## src/cft_pkg.sv

```systemverilog
// Package of constants for the CCD front end timing interface
package cft_pkg;
    localparam int RESULT_WIDTH = 10;
    localparam int SAMPLE_WIDTH = 12;
    localparam logic [9:0] BLACK_OFFSET = 10'h020;
    localparam logic [9:0] NEG_FULL_SCALE = 10'h000;
    localparam logic [9:0] RESULT_RESET = 10'h000;
    localparam logic [11:0] SAMPLE_RESET = 12'h000;
    localparam logic [11:0] TRIM_RESET = 12'h000;
    localparam logic [11:0] TRIM_STEP = 12'h001;
    localparam logic [9:0] BLACK_TARGET = 10'h020;
    localparam int LATENCY_STAGES = 5;
    typedef enum logic [2:0] {
        CFT_ST_RUN = 3'h1,
        CFT_ST_CAL = 3'h2,
        CFT_ST_SLEEP = 3'h4
    } cft_state_type;
endpackage

```

## src/cft_edge_sync.sv

```systemverilog
// Two-flop synchroniser with rising and falling edge pulses
`timescale 1ns/1ps
module cft_edge_sync (
    input  wire logic ref_clk,
    input  wire logic resetn,
    input  wire logic pin_in,
    output logic      level_out,
    output logic      rise_out,
    output logic      fall_out
);
    logic meta_q;
    logic sync_q;
    logic last_q;

    // First flop read only by the second
    always_ff @(posedge ref_clk) begin
        if (!resetn) begin
            meta_q <= 1'b1;
            sync_q <= 1'b1;
            last_q <= 1'b1;
        end else begin
            meta_q <= pin_in;
            sync_q <= meta_q;
            last_q <= sync_q;
        end
    end

    assign level_out = sync_q;
    assign rise_out  = sync_q & ~last_q;
    assign fall_out  = ~sync_q & last_q;
endmodule // cft_edge_sync

```

## src/cft_frontend.sv

```systemverilog
// Digital sampling, calibration and readout of the CCD front end
`timescale 1ns/1ps
//////////////////////////////////////////////////////////////////////////////
// Behaviour
// - Result word changes on each falling edge of the converter clock outside power-down
// - Ten-bit result, msb on line one, lsb on line ten
// - Power-down select high reduces power, low runs normally
// - Black mode low forces negative full scale plus 32 codes
// - Dummy clamp asserted runs input auto-zero of sampling stage
// - Optical black clamp runs output auto-zero of remaining offset
// - Reset strobe captures reset level into second hold stage
// - Video strobe captures video into first, copies second into third
// - Pixel value is difference of paired reset and video samples
module cft_frontend #(
    parameter int WIDTH = cft_pkg::RESULT_WIDTH,
    parameter int SWIDTH = cft_pkg::SAMPLE_WIDTH
) (
    input  wire logic              ref_clk,
    input  wire logic              resetn,
    input  wire logic [SWIDTH-1:0] sensor_level,
    input  wire logic              reset_level_strobe,
    input  wire logic              video_level_strobe,
    input  wire logic              converter_clock,
    input  wire logic              dummy_pixel_clamp_n,
    input  wire logic              optical_black_clamp_n,
    input  wire logic              power_down_select,
    input  wire logic              black_level_mode_select,
    output logic [WIDTH-1:0]       result_word,
    output logic                   result_bit_msb,
    output logic                   result_bit_lsb,
    output logic                   reduced_power,
    output logic                   calibrating
);
    //////////////////////////////////////////////////////////////////////////
    logic rs_lvl, rs_rise, vs_lvl, vs_rise, ck_lvl, ck_fall;
    logic dc_lvl, ob_lvl, pd_lvl, pb_lvl;
    logic [SWIDTH-1:0] sens_m_q, sens_q;

    cft_edge_sync u_rs (.ref_clk(ref_clk), .resetn(resetn),
        .pin_in(reset_level_strobe), .level_out(rs_lvl),
        .rise_out(rs_rise), .fall_out());
    cft_edge_sync u_vs (.ref_clk(ref_clk), .resetn(resetn),
        .pin_in(video_level_strobe), .level_out(vs_lvl),
        .rise_out(vs_rise), .fall_out());
    cft_edge_sync u_ck (.ref_clk(ref_clk), .resetn(resetn),
        .pin_in(converter_clock), .level_out(ck_lvl),
        .rise_out(), .fall_out(ck_fall));
    cft_edge_sync u_dc (.ref_clk(ref_clk), .resetn(resetn),
        .pin_in(dummy_pixel_clamp_n), .level_out(dc_lvl),
        .rise_out(), .fall_out());
    cft_edge_sync u_ob (.ref_clk(ref_clk), .resetn(resetn),
        .pin_in(optical_black_clamp_n), .level_out(ob_lvl),
        .rise_out(), .fall_out());
    cft_edge_sync u_pd (.ref_clk(ref_clk), .resetn(resetn),
        .pin_in(power_down_select), .level_out(pd_lvl),
        .rise_out(), .fall_out());
    cft_edge_sync u_pb (.ref_clk(ref_clk), .resetn(resetn),
        .pin_in(black_level_mode_select), .level_out(pb_lvl),
        .rise_out(), .fall_out());

    // Sensor level delayed to match the strobe synchronisers
    always_ff @(posedge ref_clk) begin
        if (!resetn) begin
            sens_m_q <= cft_pkg::SAMPLE_RESET;
            sens_q   <= cft_pkg::SAMPLE_RESET;
        end else begin
            sens_m_q <= sensor_level;
            sens_q   <= sens_m_q;
        end
    end

    //////////////////////////////////////////////////////////////////////////
    // Mode state
    cft_pkg::cft_state_type state_q, state_d;
    always_comb begin
        case (1'b1)
            pd_lvl:            state_d = cft_pkg::CFT_ST_SLEEP;
            (!dc_lvl||!ob_lvl): state_d = cft_pkg::CFT_ST_CAL;
            default:           state_d = cft_pkg::CFT_ST_RUN;
        endcase
    end
    always_ff @(posedge ref_clk) begin
        if (!resetn) state_q <= cft_pkg::CFT_ST_RUN;
        else state_q <= state_d;
    end
    logic sleeping;
    assign sleeping = (state_q == cft_pkg::CFT_ST_SLEEP);

    //////////////////////////////////////////////////////////////////////////
    // Three track/hold stages
    logic [SWIDTH-1:0] th1_q, th2_q, th3_q;
    logic pair_q;
    always_ff @(posedge ref_clk) begin
        if (!resetn) begin
            th1_q  <= cft_pkg::SAMPLE_RESET;
            th2_q  <= cft_pkg::SAMPLE_RESET;
            th3_q  <= cft_pkg::SAMPLE_RESET;
            pair_q <= 1'b0;
        end else begin
            pair_q <= 1'b0;
            if (rs_rise && !sleeping) th2_q <= sens_q;
            if (vs_rise && !sleeping) begin
                th1_q  <= sens_q;
                th3_q  <= th2_q;
                pair_q <= 1'b1;
            end
        end
    end

    //////////////////////////////////////////////////////////////////////////
    // Auto-zero trims; input loop on dummy clamp, output loop on black clamp
    logic signed [SWIDTH+1:0] diff;
    logic [SWIDTH-1:0] in_trim_q, out_trim_q;
    logic [WIDTH-1:0] raw;

    // Reset minus video: brighter pixels give larger codes
    assign diff = $signed({2'b00, th3_q}) - $signed({2'b00, th1_q})
                  - $signed({2'b00, in_trim_q});

    function automatic logic [WIDTH-1:0] clip(
        input logic signed [SWIDTH+1:0] v);
        if (v < 0) clip = '0;
        else if (v > $signed({2'b00, {WIDTH{1'b1}}}))
            clip = {WIDTH{1'b1}};
        else clip = v[WIDTH-1:0];
    endfunction

    logic signed [SWIDTH+1:0] corr;
    assign corr = diff - $signed({2'b00, out_trim_q})
                  + $signed({{(SWIDTH+2-WIDTH){1'b0}}, cft_pkg::BLACK_TARGET});
    assign raw = clip(corr);

    always_ff @(posedge ref_clk) begin
        if (!resetn) begin
            in_trim_q  <= cft_pkg::TRIM_RESET;
            out_trim_q <= cft_pkg::TRIM_RESET;
        end else if (pair_q && !sleeping) begin
            // One step per pixel keeps the loop slow and stable
            if (!dc_lvl) begin
                if (diff > 0) in_trim_q <= in_trim_q + cft_pkg::TRIM_STEP;
                else if (diff < 0)
                    in_trim_q <= in_trim_q - cft_pkg::TRIM_STEP;
            end
            if (!ob_lvl) begin
                if (raw > cft_pkg::BLACK_TARGET)
                    out_trim_q <= out_trim_q + cft_pkg::TRIM_STEP;
                else if (raw < cft_pkg::BLACK_TARGET)
                    out_trim_q <= out_trim_q - cft_pkg::TRIM_STEP;
            end
        end
    end

    //////////////////////////////////////////////////////////////////////////
    // Converter pipeline, advanced by falling converter clock edges
    logic [WIDTH-1:0] pipe_q [cft_pkg::LATENCY_STAGES];
    logic [WIDTH-1:0] conv_in;
    logic [WIDTH-1:0] out_q;
    assign conv_in = pb_lvl ? raw
        : cft_pkg::NEG_FULL_SCALE + cft_pkg::BLACK_OFFSET;

    always_ff @(posedge ref_clk) begin
        if (!resetn) begin
            for (int i = 0; i < cft_pkg::LATENCY_STAGES; i++)
                pipe_q[i] <= cft_pkg::RESULT_RESET;
            out_q <= cft_pkg::RESULT_RESET;
        end else if (ck_fall && !sleeping) begin
            pipe_q[0] <= conv_in;
            for (int i = 1; i < cft_pkg::LATENCY_STAGES; i++)
                pipe_q[i] <= pipe_q[i-1];
            out_q <= pipe_q[cft_pkg::LATENCY_STAGES-1];
        end
    end

    always_ff @(posedge ref_clk) begin
        if (!resetn) begin
            result_word    <= cft_pkg::RESULT_RESET;
            result_bit_msb <= 1'b0;
            result_bit_lsb <= 1'b0;
            reduced_power  <= 1'b0;
            calibrating    <= 1'b0;
        end else begin
            result_word    <= out_q;
            result_bit_msb <= out_q[WIDTH-1];
            result_bit_lsb <= out_q[0];
            reduced_power  <= (state_d == cft_pkg::CFT_ST_SLEEP);
            calibrating    <= (state_d == cft_pkg::CFT_ST_CAL);
        end
    end

    //////////////////////////////////////////////////////////////////////////
    a_black_forced: assert property (@(posedge ref_clk) disable iff (!resetn)
        (!pb_lvl && ck_fall && !sleeping) |=>
            pipe_q[0] == cft_pkg::NEG_FULL_SCALE + cft_pkg::BLACK_OFFSET)
        else $error("black mode value wrong");
    a_out_hold: assert property (@(posedge ref_clk) disable iff (!resetn)
        !ck_fall |=> $stable(out_q))
        else $error("result moved without clock fall");
    a_msb_map: assert property (@(posedge ref_clk) disable iff (!resetn)
        ##1 result_bit_msb == $past(out_q[WIDTH-1]))
        else $error("msb mapping wrong");
    a_pd_sleep: assert property (@(posedge ref_clk) disable iff (!resetn)
        pd_lvl |=> reduced_power)
        else $error("power down not entered");
    a_th2_take: assert property (@(posedge ref_clk) disable iff (!resetn)
        (rs_rise && !sleeping) |=> th2_q == $past(sens_q))
        else $error("reset level not held");
    a_th3_pair: assert property (@(posedge ref_clk) disable iff (!resetn)
        (vs_rise && !sleeping) |=> th3_q == $past(th2_q)
            && th1_q == $past(sens_q))
        else $error("video pair wrong");
    a_in_trim: assert property (@(posedge ref_clk) disable iff (!resetn)
        dc_lvl |=> $stable(in_trim_q))
        else $error("input trim moved outside dummy clamp");
    a_out_trim: assert property (@(posedge ref_clk) disable iff (!resetn)
        ob_lvl |=> $stable(out_trim_q))
        else $error("output trim moved outside black clamp");
endmodule // cft_frontend

```

## config.mk

```make
export PLATFORM = sky130hd
export DESIGN_NAME = cft_frontend
export DESIGN_NICKNAME = d
export VERILOG_FILES = /design/src/cft_pkg.sv /design/src/cft_edge_sync.sv /design/src/cft_frontend.sv
export SDC_FILE = /design/constraint.sdc
export NUM_CORES = 1
export LEC_CHECK = 0
export BUFFER_PORTS_ARGS = -buffer_cell sky130_fd_sc_hd__buf_2
export CAP_MARGIN = 20
export CELL_PAD_IN_SITES_DETAIL_PLACEMENT = 0
export CELL_PAD_IN_SITES_GLOBAL_PLACEMENT = 1
export CORE_MARGIN = 5
export CORE_UTILIZATION = 54
export CTS_BUF_LIST = sky130_fd_sc_hd__clkbuf_8
export CTS_CLUSTER_DIAMETER = 200
export DETAILED_ROUTE_END_ITERATION = 16
export PLACE_DENSITY_LB_ADDON = 0.1
export SYNTH_ARGS = -nofsm -noshare
export SYNTH_HDL_FRONTEND = slang
export SYNTH_SLANG_ARGS = --single-unit
```

## constraint.sdc

```tcl
create_clock -name ref_clk -period 19.7 [get_ports ref_clk]
set_input_delay 0 -clock ref_clk [delete_from_list [all_inputs] [get_ports ref_clk]]
set_output_delay 0 -clock ref_clk [all_outputs]
set_load 0.05 [all_outputs]
```

==> results.py <==
metrics = {
    "global_route": {
        "grt_pass1_vias": 5938,
        "grt_max_degree": 108,
        "antenna_found_initial": 0,
        "grt_usage_pct": 18.8,
        "grt_overflow": 0,
        "grt_pass1_wl_um": 28300,
    },
    "clocking": {
        "ctsHoldBuffers": 19,
        "root_buffer": "clkbuf_8",
        "cts_max_path_buffers": 2,
        "cts_tree": "done",
        "cts.sinks": 176,
        "cts_buffers": 17,
        "clock_latency_ns": 0.47,
        "post-cts-setup-buffers": 0,
        "post_cts_resized": 0,
        "path_clk_slew_ns": 0.09,
        "htreeDepth": 4,
    },
    "layout": {
        "diodes": 0,
        "final_cells": 1173,
        "seq_area_um2": 4020,
        "drive_gt1_share_pct": 10.0,
        "mostFrequentLayoutCells": "dfxtp_1, nor2_1, nand2_1",
        "multi_input_area_um2": 4370,
        "fin_area_um2": 9720,
        "fill_cells": 1355,
        "area_growth_pct": 11.2,
        "layout.nets": 1039,
        "mostFrequentLayoutCell": "dfxtp_1",
    },
    "pwr": {
        "pwr-share-comb_pct": 33.5,
        "p_clk_share_pct": 26.1,
        "p_int_mw": 0.615,
        "ir_drop_mv": 0.0900,
        "p_sw_share_pct": 35.9,
        "power_mw": 0.959,
        "power.density_nw_per_um2": 98.7,
        "p_seq_share_pct": 40.4,
        "switching_power_mw": 0.344,
        "p_leak_nw": 4.03,
    },
    "sta": {
        "max_freq_ghz": 0.132,
        "clock_skew_ns": 0.0199,
        "relSlewSlack_pct": 34.6,
        "period_share_pct": 38.6,
        "slew_violations": 0,
        "hold_viol": 0,
        "rsz0062_at_grt": "false",
        "min_period_ns": 7.60,
        "fin_tns_setup_ns": 0,
        "finalSetupViolCount": 0,
        "tightest_slew_ns": 0.977,
        "whs_ns": 0.215,
    },
    "worst_setup_path": {
        "critPathLaunchType": "register",
        "crit_start": "th1_q[1]",
        "crit_type": "reg -> reg",
        "required_ns": 20.02,
        "crit_fanout": 11,
        "slowest_stage": "a2111o_1",
        "r2r_start": "th1_q[1]",
        "crit_path_end_kind": "register",
        "arrival_ns": 7.92,
        "max_stage_delay_ns": 0.41,
    },
    "logic_synthesis": {
        "syn_area_um2": 8740,
        "post_synth.cell_area_avg_um2": 9.72,
        "syn_inst": 899,
        "yosysUniqueCellTypes": 61,
        "synth_edf_count": 50,
        "ys_ff_latch": 176,
        "yosysSeqAreaShare_pct": 46.0,
        "synth_ff_type": "dfxtp_1",
        "yosysWarningCount": 0,
        "async_flop_share_pct": 0,
        "syn_nets": 994,
    },
    "run": {
        "cap_violations": 0,
    },
    "drt": {
        "drc": 0,
        "num_vias": 6120,
        "wl_um": 16700,
        "viasPerCell": 5.22,
        "antenna_left": 0,
        "drt_iter0_markers": 371,
        "first_pass_iters": 4,
        "wl_per_cell_um": 14.3,
    },
    "die": {
        "die_x_um": 137,
        "die_h_um": 137,
        "initial_core_util_pct": 55.0,
        "core_area_um2": 15900,
        "pin_count": 35,
        "rows": 46,
        "die_area_um2": 18800,
    },
    "hold_path": {
        "hp-start": "resetn",
        "hp-class": "in -> reg",
    },
    "place": {
        "place.gp.congestion": 0.889,
        "io_buffers": 34,
        "placed_area_um2": 9090,
        "placed_cells": 1121,
        "dpl.hpwl_um": 11600,
    },
    "status": {
        "status": "finished, final reports clean",
    },
}
## final timing paths
kind                         end  slack [ns]  depth (start not counted)
hold reg to reg   u_rs.level_out        0.42                          1
setup reg to reg  out_trim_q[10]       12.10                         36
hold / removal       u_pd.meta_q        0.22                          3
setup / recovery  out_trim_q[10]       12.10                         36
## layer usage
layer / GRT usage, % / up-vias / part of all wire [%] / routed length, um
li1: - / 3185 / - / -
met1: 26.2 / 2818 / 51 / 8460
met2: 30.0 / 103 / 45 / 7550
met3: 3.98 / 14 / 3.2 / 538
met4: 5.04 / 0 / 1.0 / 168
met5: 0 / - / 0 / 0
## cell type report
type | instances | area share (%)
clock buffers | 17 | 2.41
flip-flops and latches | 176 | 41.4
multi-input cells | 632 | 44.9
clock inverters | 15 | 1.84
inverters | 56 | 2.16
well taps | 216 | 2.78
repair buffers | 61 | 4.46
## cell families (layout without fill, tap and decap cells)
| kind of cell | count (synthesis) | after routing | synth area share, % |
|---|---|---|---|
| adder cells (fa/ha/maj) | 74 | 74 | 11.0 |
| flip-flops | 176 | 176 | 46.0 |
| multiplexers | 37 | 37 | 4.24 |
| AND/OR/NAND/NOR | 332 | 332 | 19.0 |
| buffers and inverters | 91 | 149 | 4.19 |
| XOR/XNOR | 35 | 35 | 3.51 |
| AO/OA/AOI/OAI | 154 | 154 | 12.0 |
## cell usage after synthesis, types with 8 or more instances
library cell / number / area, um2
a21o_1: 8 / 60.1
dfxtp_1: 126 / 2520
nand2_1: 74 / 278
clkbuf_1: 29 / 109
mux2i_1: 37 / 370
nand3_1: 15 / 75.1
nor3_1: 10 / 50.1
nand2b_1: 25 / 156
o21a_1: 11 / 82.6
nor2b_1: 15 / 93.8
ha_1: 69 / 863
xor2_1: 8 / 70.1
a21oi_1: 64 / 320
edfxtp_1: 50 / 1500
o21ai_0: 23 / 115
inv_1: 55 / 206
nor2_1: 91 / 342
and3_1: 44 / 275
and2_1: 38 / 238
xnor2_1: 27 / 236
## through the flow
step / worst slack (ns) / util, %
finish: 12.10 / 61.2
global route: 11.47 / 61.2
CTS: 12.16 / 61.0
detailed placement: 12.22 / 57.2
global placement: 12.53 / 57.2
floorplan: 12.47 / -
## worst max-delay path: cells and delay by family, from the launching register on
family	cells	cell delay (ns)
compound gates	19	4.18
simple gates	6	0.61
mux	1	0.16
fa+ha+maj	5	1.56
flops	1	0.39
xor+xnor	2	0.19
buf+inv	3	0.40
## power by group through the flow
stage	Combinational, mW	Clock [mW]	Sequential (mW)
after floorplan	0.249	0	0.396
after global placement	0.304	0	0.395
after detailed placement	0.315	0	0.396
after CTS	0.319	0.260	0.388
after global routing	0.357	0.275	0.389
final	0.322	0.250	0.387
## registers in the layout, summed over array words and instances (netlist names), 2 cells and up
| register | count |
|---|---|
| sens_m_q | 12 |
| state_q | 2 |
| out_q | 10 |
| th3_q | 12 |
| th1_q | 12 |
| pipe_q | 50 |
| sens_q | 12 |
| result_word | 10 |
| out_trim_q | 12 |
| in_trim_q | 12 |
| th2_q | 12 |
Power figures use the tool's default switching activity.
